`config.mk`:
```
export PLATFORM = sky130hd
export DESIGN_NAME = spm_top
export DESIGN_NICKNAME = d
export VERILOG_FILES = /design/src/shared/spm_pkg.sv /design/src/core/spm_sync.sv /design/src/core/spm_phase.sv /design/src/core/spm_top.sv
export SDC_FILE = /design/constraint.sdc
export NUM_CORES = 1
export LEC_CHECK = 0
export ABC_AREA = 1
export BUFFER_PORTS_ARGS = -buffer_cell sky130_fd_sc_hd__buf_2
export CAP_MARGIN = 20
export CORE_UTILIZATION = 25
export DETAILED_ROUTE_END_ITERATION = 8
export GPL_ROUTABILITY_DRIVEN = 0
export MAX_ROUTING_LAYER = met4
export PLACE_DENSITY = 0.44
export SYNTH_ARGS = -nofsm -noshare
export SYNTH_HDL_FRONTEND = slang
export SYNTH_SLANG_ARGS = --single-unit
```
`constraint.sdc`:
```
create_clock -name pclk -period 1.45 [get_ports pclk]
set_input_delay 0.145 -clock pclk [delete_from_list [all_inputs] [get_ports pclk]]
set_output_delay 0.145 -clock pclk [all_outputs]
set_load 0.01 [all_outputs]
```
`src/shared/spm_pkg.sv`:
```
package spm_pkg;

	// Bus geometry
	localparam int         APB_AW       = 8;
	localparam int         APB_DW       = 32;

	// Register offsets (byte addresses)
	localparam logic [7:0] OFF_CTRL     = 8'h00;
	localparam logic [7:0] OFF_BUF      = 8'h04;
	localparam logic [7:0] OFF_CFG      = 8'h08;
	localparam logic [7:0] OFF_STAT     = 8'h0C;

	// Field positions in serial_control_reg
	localparam int         BIT_MODE_HI  = 7;
	localparam int         BIT_MODE_LO  = 6;
	localparam int         BIT_MPQ      = 5;
	localparam int         BIT_REN      = 4;
	localparam int         BIT_TB8      = 3;
	localparam int         BIT_RB8      = 2;
	localparam int         BIT_TI       = 1;
	localparam int         BIT_RI       = 0;

	// Field positions in the config and status words
	localparam int         BIT_SIX_CLK  = 0;
	localparam int         BIT_SEND     = 0;
	localparam int         BIT_RECV     = 1;
	localparam int         BIT_TX_PEND  = 2;

	// Values after reset
	localparam logic [7:0] CTRL_RST     = 8'h00;
	localparam logic [7:0] BUF_RST      = 8'h00;
	localparam logic       CFG_SIX_RST  = 1'h0;

	// Machine cycle: six states of two phases, phase 0 is S1P1
	localparam int         PH_W         = 4;
	localparam logic [3:0] PH_S1P1      = 4'h0;
	localparam logic [3:0] PH_S3P1      = 4'h4;
	localparam logic [3:0] PH_S5P2      = 4'h9;
	localparam logic [3:0] PH_S6P1      = 4'hA;
	localparam logic [3:0] PH_S6P2      = 4'hB;
	localparam int         PH_PER_MC    = 12;
	localparam int         OSC_DIV      = 2;
	localparam logic [5:0] MC_PCLK_12   = 6'(PH_PER_MC * OSC_DIV);
	localparam logic [5:0] MC_PCLK_6    = 6'(PH_PER_MC * OSC_DIV / 2);

	// Shift registers
	localparam int         TX_SR_W      = 9;
	localparam int         RX_SR_W      = 8;
	localparam logic [3:0] XFER_BITS    = 4'h8;
	localparam logic [7:0] RX_LOAD_PAT  = 8'hFE;

	typedef enum logic [3:0] {
		TX_IDLE = 4'h1,
		TX_ARM  = 4'h2,
		TX_SEND = 4'h4,
		TX_FIN  = 4'h8
	} spm_tx_e;

	typedef enum logic [5:0] {
		RX_IDLE = 6'h01,
		RX_PEND = 6'h02,
		RX_LDW  = 6'h04,
		RX_ARM  = 6'h08,
		RX_RECV = 6'h10,
		RX_FIN  = 6'h20
	} spm_rx_e;

	function automatic logic spm_at_ph(input logic [3:0] ph, input logic ph_new, input logic [3:0] k);
		spm_at_ph = ph_new & (ph == k);
	endfunction : spm_at_ph

	function automatic logic [7:0] spm_rev8(input logic [7:0] v);
		spm_rev8 = {v[0], v[1], v[2], v[3], v[4], v[5], v[6], v[7]};
	endfunction : spm_rev8

endpackage : spm_pkg

```
`src/core/spm_sync.sv`:
```
`timescale 1ns/10ps
module spm_sync (
	input  wire logic pclk,
	input  wire logic presetn,
	input  wire logic din,
	output logic      dout
);
	logic meta_q;

	always_ff @(posedge pclk or negedge presetn) begin
		if (!presetn) begin
			meta_q <= 1'h1;
			dout   <= 1'h1;
		end else begin
			meta_q <= din;
			dout   <= meta_q;
		end
	end
endmodule : spm_sync

```
`src/core/spm_phase.sv`:
```
`timescale 1ns/10ps
module spm_phase (
	input  wire logic                   pclk,
	input  wire logic                   presetn,
	input  wire logic                   six_clk,
	output logic [spm_pkg::PH_W-1:0]    phase_q,
	output logic                        ph_new_q
);
	import spm_pkg::*;

	logic div_q;
	wire  tick = six_clk | div_q;
	wire  [3:0] ph_nxt = (phase_q == PH_S6P2) ? PH_S1P1 : 4'(phase_q + 4'h1);

	// One phase per oscillator clock, or per half clock in six-clock operation
	always_ff @(posedge pclk or negedge presetn) begin
		if (!presetn) begin
			div_q    <= 1'h0;
			phase_q  <= PH_S1P1;
			ph_new_q <= 1'h0;
		end else begin
			div_q    <= ~div_q & ~six_clk;
			ph_new_q <= tick;
			if (tick) begin
				phase_q <= ph_nxt;
			end
		end
	end
endmodule : spm_phase

```
`src/core/spm_top.sv`:
```
// Functional notes
// - Transmit flag set after eighth bit time
// - Receive flag set after eighth bit time
// - Data on data line, clock on clock line
// - Eight bits, LSB first, no framing
// - Bit rate osc/12 or osc/6
// - Only a buffer write starts transmission
// - Buffer write at S6P2 loads marker bit
// - One machine cycle before transmit goes active
// - Transmit drives data and clock pins
// - Clock low S3 to S5, high otherwise
// - Transmit shifts right at every S6P2
// - Zero fill, final shift at marker
// - Transmit ends at S1P1, tenth cycle
// - Receive starts when enabled and flag clear
// - Load 11111110, receive active one phase later
// - Receive drives clock, edges S3P1 and S6P1
// - Receive shifts at every S6P2
// - Shift left, bit sampled at S5P2
// - Receive ends at S1P1, tenth cycle
// - Ninth transmit bit is writable control bit; here tx_sr_q bit 8 is the constant marker 1 and TB8 is not sent
//
// Local design decisions: the register addresses and the APB interface to the registers.
`timescale 1ns/10ps
module spm_top (
	input  wire logic                        pclk,
	input  wire logic                        presetn,
	input  wire logic [spm_pkg::APB_AW-1:0]  paddr,
	input  wire logic                        psel,
	input  wire logic                        penable,
	input  wire logic                        pwrite,
	input  wire logic [spm_pkg::APB_DW-1:0]  pwdata,
	output logic      [spm_pkg::APB_DW-1:0]  prdata,
	output logic                             pready,
	output logic                             pslverr,
	input  wire logic                        data_line_pin_in,
	output logic                             data_line_pin_out,
	output logic                             data_line_pin_oe,
	output logic                             clock_line_pin_out,
	output logic                             clock_line_pin_oe
);
	import spm_pkg::*;

	////////////////////////////////////////////////////////////////////////
	// Declarations
	logic [7:0]          ctrl_q;
	logic [7:0]          ctrl_d;
	logic [7:0]          rx_buf_q;
	logic [7:0]          tx_hold_q;
	logic                tx_req_q;
	logic                six_clk_q;
	logic [31:0]         prdata_q;
	spm_tx_e             tx_st_q;
	spm_tx_e             tx_st_d;
	spm_rx_e             rx_st_q;
	spm_rx_e             rx_st_d;
	logic [TX_SR_W-1:0]  tx_sr_q;
	logic [RX_SR_W-1:0]  rx_sr_q;
	logic                rx_bit_q;
	logic                clk_q;
	logic                dout_q;
	logic                doe_q;
	logic [PH_W-1:0]     phase;
	logic                ph_new;
	logic                data_sync;

	////////////////////////////////////////////////////////////////////////
	// Machine cycle timing and pin synchroniser
	spm_phase u_phase (
		.pclk     (pclk),
		.presetn  (presetn),
		.six_clk  (six_clk_q),
		.phase_q  (phase),
		.ph_new_q (ph_new)
	);

	spm_sync u_sync (
		.pclk    (pclk),
		.presetn (presetn),
		.din     (data_line_pin_in),
		.dout    (data_sync)
	);

	wire ev_s1p1 = spm_at_ph(phase, ph_new, PH_S1P1);
	wire ev_s5p2 = spm_at_ph(phase, ph_new, PH_S5P2);
	wire ev_s6p2 = spm_at_ph(phase, ph_new, PH_S6P2);
	wire low_ph  = (phase >= PH_S3P1) && (phase < PH_S6P1);

	////////////////////////////////////////////////////////////////////////
	// APB decode
	wire setup_ph  = psel & ~penable;
	wire acc_ph    = psel & penable;
	wire sel_ctrl  = paddr == OFF_CTRL;
	wire sel_buf   = paddr == OFF_BUF;
	wire sel_cfg   = paddr == OFF_CFG;
	wire sel_stat  = paddr == OFF_STAT;
	wire mapped    = sel_ctrl | sel_buf | sel_cfg | sel_stat;
	wire wr_ctrl   = acc_ph & pwrite & sel_ctrl;
	wire wr_buf    = acc_ph & pwrite & sel_buf;
	wire wr_cfg    = acc_ph & pwrite & sel_cfg;
	wire mode0     = ~ctrl_q[BIT_MODE_HI] & ~ctrl_q[BIT_MODE_LO];
	wire send_act  = (tx_st_q == TX_SEND) | (tx_st_q == TX_FIN);
	wire recv_act  = (rx_st_q == RX_RECV) | (rx_st_q == RX_FIN);
	wire [31:0] stat_w = {29'h0, tx_req_q | (tx_st_q == TX_ARM), recv_act, send_act};
	wire [31:0] rd_mux = sel_ctrl ? {24'h0, ctrl_q} :
	                     sel_buf  ? {24'h0, rx_buf_q} :
	                     sel_cfg  ? {31'h0, six_clk_q} :
	                     sel_stat ? stat_w : 32'h0;

	assign pready  = 1'h1;
	assign pslverr = acc_ph & ~mapped;
	assign prdata  = prdata_q;

	// Read data captured in the setup phase, zero wait state
	always_ff @(posedge pclk or negedge presetn) begin
		if (!presetn) begin
			prdata_q <= 32'h0;
		end else if (setup_ph) begin
			prdata_q <= rd_mux;
		end
	end

	////////////////////////////////////////////////////////////////////////
	// Transmit control
	wire tx_idle  = tx_st_q == TX_IDLE;
	wire rx_idle  = rx_st_q == RX_IDLE;
	wire tx_load  = tx_idle & tx_req_q & rx_idle & ev_s6p2;
	wire tx_last  = (tx_sr_q[TX_SR_W-1:2] == '0) & tx_sr_q[1];
	wire tx_shift = (tx_st_q == TX_SEND) & ev_s6p2;
	wire tx_end   = (tx_st_q == TX_FIN) & ev_s1p1;

	always_comb begin
		tx_st_d = tx_st_q;
		case (tx_st_q)
			TX_IDLE: begin
				if (tx_load) tx_st_d = TX_ARM;
			end
			TX_ARM: begin
				if (ev_s6p2) tx_st_d = TX_SEND;
			end
			TX_SEND: begin
				if (ev_s6p2 && tx_last) tx_st_d = TX_FIN;
			end
			TX_FIN: begin
				if (ev_s1p1) tx_st_d = TX_IDLE;
			end
			default: begin
				tx_st_d = TX_IDLE;
			end
		endcase
	end

	always_ff @(posedge pclk or negedge presetn) begin
		if (!presetn) begin
			tx_st_q   <= TX_IDLE;
			tx_req_q  <= 1'h0;
			tx_hold_q <= BUF_RST;
			tx_sr_q   <= '0;
		end else begin
			tx_st_q <= tx_st_d;
			if (wr_buf && mode0 && tx_idle && !tx_req_q) begin
				tx_req_q  <= 1'h1;
				tx_hold_q <= pwdata[7:0];
			end else if (tx_load) begin
				tx_req_q  <= 1'h0;
			end
			if (tx_load) begin
				tx_sr_q <= {1'h1, tx_hold_q};
			end else if (tx_shift) begin
				tx_sr_q <= {1'h0, tx_sr_q[TX_SR_W-1:1]};
			end
		end
	end

	////////////////////////////////////////////////////////////////////////
	// Receive control
	wire rx_start = rx_idle & tx_idle & ~tx_req_q & mode0 & ctrl_q[BIT_REN] & ~ctrl_q[BIT_RI];
	wire rx_load  = (rx_st_q == RX_LDW) & ev_s6p2;
	wire rx_shift = (rx_st_q == RX_RECV) & ev_s6p2;
	wire rx_fin   = rx_shift & ~rx_sr_q[RX_SR_W-1];
	wire rx_end   = (rx_st_q == RX_FIN) & ev_s1p1;
	wire [7:0] rx_shifted = {rx_sr_q[RX_SR_W-2:0], rx_bit_q};

	always_comb begin
		rx_st_d = rx_st_q;
		case (rx_st_q)
			RX_IDLE: begin
				if (rx_start) rx_st_d = RX_PEND;
			end
			RX_PEND: begin
				if (ev_s1p1) rx_st_d = RX_LDW;
			end
			RX_LDW: begin
				if (ev_s6p2) rx_st_d = RX_ARM;
			end
			RX_ARM: begin
				if (ev_s1p1) rx_st_d = RX_RECV;
			end
			RX_RECV: begin
				if (rx_fin) rx_st_d = RX_FIN;
			end
			RX_FIN: begin
				if (ev_s1p1) rx_st_d = RX_IDLE;
			end
			default: begin
				rx_st_d = RX_IDLE;
			end
		endcase
	end

	always_ff @(posedge pclk or negedge presetn) begin
		if (!presetn) begin
			rx_st_q  <= RX_IDLE;
			rx_sr_q  <= '0;
			rx_bit_q <= 1'h1;
			rx_buf_q <= BUF_RST;
		end else begin
			rx_st_q <= rx_st_d;
			if (ev_s5p2) begin
				rx_bit_q <= data_sync;
			end
			if (rx_load) begin
				rx_sr_q <= RX_LOAD_PAT;
			end else if (rx_shift) begin
				rx_sr_q <= rx_shifted;
			end
			if (rx_fin) begin
				rx_buf_q <= spm_rev8(rx_shifted);
			end
		end
	end

	////////////////////////////////////////////////////////////////////////
	// Control and config registers; a hardware set beats a software clear
	always_comb begin
		ctrl_d = ctrl_q;
		if (wr_ctrl) ctrl_d = pwdata[7:0];
		if (tx_end) ctrl_d[BIT_TI] = 1'h1;
		if (rx_end) ctrl_d[BIT_RI] = 1'h1;
	end

	always_ff @(posedge pclk or negedge presetn) begin
		if (!presetn) begin
			ctrl_q    <= CTRL_RST;
			six_clk_q <= CFG_SIX_RST;
		end else begin
			ctrl_q <= ctrl_d;
			if (wr_cfg) six_clk_q <= pwdata[BIT_SIX_CLK];
		end
	end

	////////////////////////////////////////////////////////////////////////
	// Pin drivers
	wire link_act = send_act | recv_act;

	always_ff @(posedge pclk or negedge presetn) begin
		if (!presetn) begin
			clk_q  <= 1'h1;
			dout_q <= 1'h1;
			doe_q  <= 1'h0;
		end else begin
			clk_q  <= ~(link_act & low_ph);
			dout_q <= send_act ? tx_sr_q[0] : 1'h1;
			doe_q  <= send_act;
		end
	end

	assign clock_line_pin_out = clk_q;
	assign clock_line_pin_oe  = 1'h1;
	assign data_line_pin_out  = dout_q;
	assign data_line_pin_oe   = doe_q;

	////////////////////////////////////////////////////////////////////////
	// Checks
	logic [5:0] mc_cnt_q;
	logic       mc_seen_q;
	logic [5:0] arm_cnt_q;
	logic [3:0] sh_cnt_q;
	wire  [5:0] mc_len = six_clk_q ? MC_PCLK_6 : MC_PCLK_12;

	always_ff @(posedge pclk or negedge presetn) begin
		if (!presetn) begin
			mc_cnt_q  <= 6'h0;
			mc_seen_q <= 1'h0;
			arm_cnt_q <= 6'h0;
			sh_cnt_q  <= 4'h0;
		end else begin
			mc_cnt_q  <= ev_s6p2 ? 6'h1 : 6'(mc_cnt_q + 6'h1);
			mc_seen_q <= wr_cfg ? 1'h0 : (mc_seen_q | ev_s6p2);
			arm_cnt_q <= (tx_st_q == TX_ARM) ? 6'(arm_cnt_q + 6'h1) : 6'h0;
			sh_cnt_q  <= tx_load ? 4'h0 : (tx_shift ? 4'(sh_cnt_q + 4'h1) : sh_cnt_q);
		end
	end
endmodule : spm_top

```
==> flow_summary_export.csv <==
group,metric,value,unit
status,status,"finished with violations",
status,failed_checks,"negative setup slack",
routing,drt_pass1_iterations,5,
pwr,max-vdd-ir-drop,0.613,mV
floorplan,design.die.area,0.0152,mm²
worst_setup_path,path_max_fanout,8,
worst_setup_path,path_cells,"buf_4 > inv_1 > nand2_1 > nor2_4 > inv_1 > nor2_4 > buf_6 > nand2_1 > nand3_1 > nand2_1 > inv_1",
sta,setup_violations,15,
floorplan,start_util,25.5,%
pwr,powerDensity,1250,mW/mm²
clock_tree,path_clk_slew,0.06,ns
sta,worst_slack,-0.0477,ns
clock_tree,clk_latency,0.34,ns
worst_setup_path,cp-start-kind,"flop",
pwr,leakagePower,2.45,nW
pwr,p_clk_share,37.3,%
place,dp_hpwl,6190,µm
worst_setup_path,cp.buffers_inverters,5,
routing,drt_wl_total,8910,µm
routing,wire_per_inst,12.4,µm
run,maxCapViolations,0,
logic_synthesis,synth.distinct_cells,29,
sta,max_freq,0.668,GHz
floorplan,die_y,123,µm
sta,min_period_over_period,103,%
logic_synthesis,yosysTopAreaCellShare,44.8,%
logic_synthesis,yosys.area.top_type,"dfrtp_1",
place,placed_area,0.00429,mm²
floorplan,ios,84,
sta,post-route-min-period,1.50,ns
sta,report.final.slew_viol_count,0,
layout,final_layout_size_suffix_gt1_share,31.2,%
layout,syn_to_final_growth,34.2,%
pwr,pwr-share-seq,40.6,%
clock_tree,clkSinkCount,73,
pwr,total_power,6.18,mW
clock_tree,tritoncts,"built",
global_route,grt_pass1_vias,2951,
worst_hold_path,hp-class,"in2reg",
clock_tree,cts_buffers,9,
routing,detail-route-antenna-nets,0,
clock_tree,cts_root_buf,"clkbuf_16",
routing,vias_per_cell,4.30,
logic_synthesis,synth_area,0.00369,mm²
logic_synthesis,seq_area_frac_synth,49.8,%
layout,postLayoutCellArea,0.00495,mm²
worst_setup_path,cpLargestDelayFamily,"simple AND/OR/NAND/NOR gates",
logic_synthesis,synth_commonest_cells,"nand2_1, dfrtp_1, inv_1",
sta,rsz0062_at_grt,"yes",
floorplan,fp-row-count,44,
worst_setup_path,critPathKind,"reg2reg",
global_route,grt_max_degree,74,
worst_setup_path,max_stage_delay,0.39,ns
logic_synthesis,synth_ff_type,"dfrtp_1",
worst_setup_path,arrival,1.78,ns
logic_synthesis,ys_seq_elements,73,
pwr,pwr-share-comb,22.2,%
global_route,grt_overflow,0,
layout,nets,580,
worst_setup_path,worstPathRequired,1.73,ns
pwr,switchingPower,1.88,mW
global_route,grt_pass1_wl,14500,µm
logic_synthesis,synthArstFlopShare,100,%
clock_tree,cts_max_level,3,
logic_synthesis,yosysWarnings,0,
worst_setup_path,slowest_stage,"dfrtp_1",
logic_synthesis,yosysMostFrequentCell,"nand2_1",
global_route,antenna_found_initial,0,
pwr,p_int,4.30,mW
routing,vias,3094,
layout,antenna_cells,0,
logic_synthesis,syn_area_per_cell,8.30,µm²
logic_synthesis,synth_edf_count,0,
logic_synthesis,synthTopCellsByArea,"dfrtp_1, nand2_1, inv_1",
clock_tree,cts_max_path_buffers,2,
global_route,track_usage,12.9,%
floorplan,core,0.0145,mm²
routing,drc,0,
place,port_buffers,33,
floorplan,die_x,123,µm
logic_synthesis,postSynthCellCount,444,
sta,finalClockSkew,0.00895,ns
sta,final-hold-violation-count,0,
layout,fill_cells,1510,
routing,drtIter0Drc,170,
pwr,switching_share,30.4,%
worst_setup_path,endpoint_kind,"flop",
[registers in the layout, indices dropped and copies added (netlist names), 4 cells and up]
register	count
tx_sr_q	9
ctrl_q	8
prdata	8
rx_buf_q	8
rx_sr_q	8
tx_hold_q	8
rx_st_q	6
tx_st_q	4
u_phase.phase_q	4
[path summary, 6_finish.rpt]
path / from / endpoint / cells after the start / slack, ns
min reg2reg: u_sync.meta_q$_DFF_PN1_ / u_sync.dout$_DFF_PN1_ / 0 / 0.35
max in group asynchronous: presetn / tx_st_q[0]$_DFFE_PN1P_ / 3 / 0.74
min: pwdata[5] / tx_hold_q[5]$_DFFE_PN0P_ / 3 / 0.06
max: tx_st_q[3]$_DFFE_PN0P_ / tx_sr_q[0]$_DFFE_PN0P_ / 11 / -0.05
min in group asynchronous: presetn / rx_sr_q[3]$_DFFE_PN0P_ / 3 / 0.36
max reg2reg: tx_st_q[3]$_DFFE_PN0P_ / tx_sr_q[0]$_DFFE_PN0P_ / 11 / -0.05
[area by class of cell]
cell class	count	area (µm²)	share of cell area [%]
timing repair buffer	81	601	12.1
inverter	61	236	4.78
sequential	73	1840	37.1
multi-input combinational	305	1740	35.2
tap	184	230	4.65
clock inverter	6	65.1	1.31
clock buffer	10	239	4.83
[cells in the final DEF (no fill, tap or decap), types with 3 or more instances in the layout]
master,synthesis,final
a21oi_1,23,19
nor3_4,2,3
nand3_1,26,18
inv_2,1,4
buf_2,3,32
nand2_8,0,3
buf_12,0,3
nor2_1,37,29
nor2_2,4,6
nand3b_1,9,9
nand4_1,11,11
nor2_4,2,8
nand2_2,1,15
nand2_1,102,87
dfrtp_1,66,66
conb_1,2,26
a21oi_2,0,4
buf_4,26,36
dfstp_2,7,7
o21ai_1,6,17
nand3_2,1,7
o21ai_0,33,20
inv_1,60,55
buf_6,2,8
o211ai_1,5,5
clkbuf_16,0,9
[metal layers]
layer / wire length [µm] / vias up / global-route usage (%) / part of all wire, %
met5: 0 / - / - / 0
met4: 119 / 0 / 5.42 / 1.3
met3: 329 / 11 / 2.68 / 3.7
met2: 4290 / 64 / 19.8 / 48
met1: 4170 / 1458 / 16.6 / 47
li1: - / 1561 / - / -
[cell families after synthesis]
group / share of synthesized area (%)
and+or+nand+nor: 26.5
adders and majority gates: 1.02
DFF: 49.8
other: 0.204
buffers and inverters: 12.5
AOI/OAI and AO/OA: 9.98
[power groups by stage]
stage	sequential, mW	clock [mW]	combinational (mW)
floorplan	2.53	0	0.730
global placement	2.52	0	1.22
detailed placement	2.53	0	1.24
CTS	2.50	2.37	1.30
global route	2.53	2.46	1.57
finish	2.51	2.30	1.37
[repair_timing]
| item | CTS | global route |
|---|---|---|
| resized for setup | 21 | 66 |
| setup endpoints to repair | 34 | 48 |
| hold endpoints to repair | 67 | 0 |
| hold buffers | 2 | 0 |
| cloned | 1 | 2 |
| pin swaps | 4 | 16 |
| buffers inserted | 0 | 5 |
[worst reg2reg max path, cell delays in order (launching register included)]
cell and delay (ns):
dfrtp_1 0.39, buf_4 0.14, inv_1 0.06, nand2_1 0.09, nor2_4 0.16, inv_1 0.08, nor2_4 0.15, buf_6 0.14
nand2_1 0.06, nand3_1 0.07, nand2_1 0.05, inv_1 0.05
[through the flow]
stage | hold slack [ns] | std cells | utilization [%] | TNS (ns) | setup WS (ns)
final | 0.0584 | 720 | 34.2 | -0.305 | -0.0477
after global routing | 0.0808 | 720 | 34.2 | -3.87 | -0.169
after CTS | 0.0724 | 713 | 32.3 | -0.692 | -0.0587
after detailed placement | 0.204 | 694 | 29.6 | -1.64 | -0.110
after global placement | 0.202 | 694 | 29.6 | -1.48 | -0.0917
after floorplan | -0.151 | 468 | - | 0 | 0.0152
No activity file was read; power rests on OpenSTA's default activity.
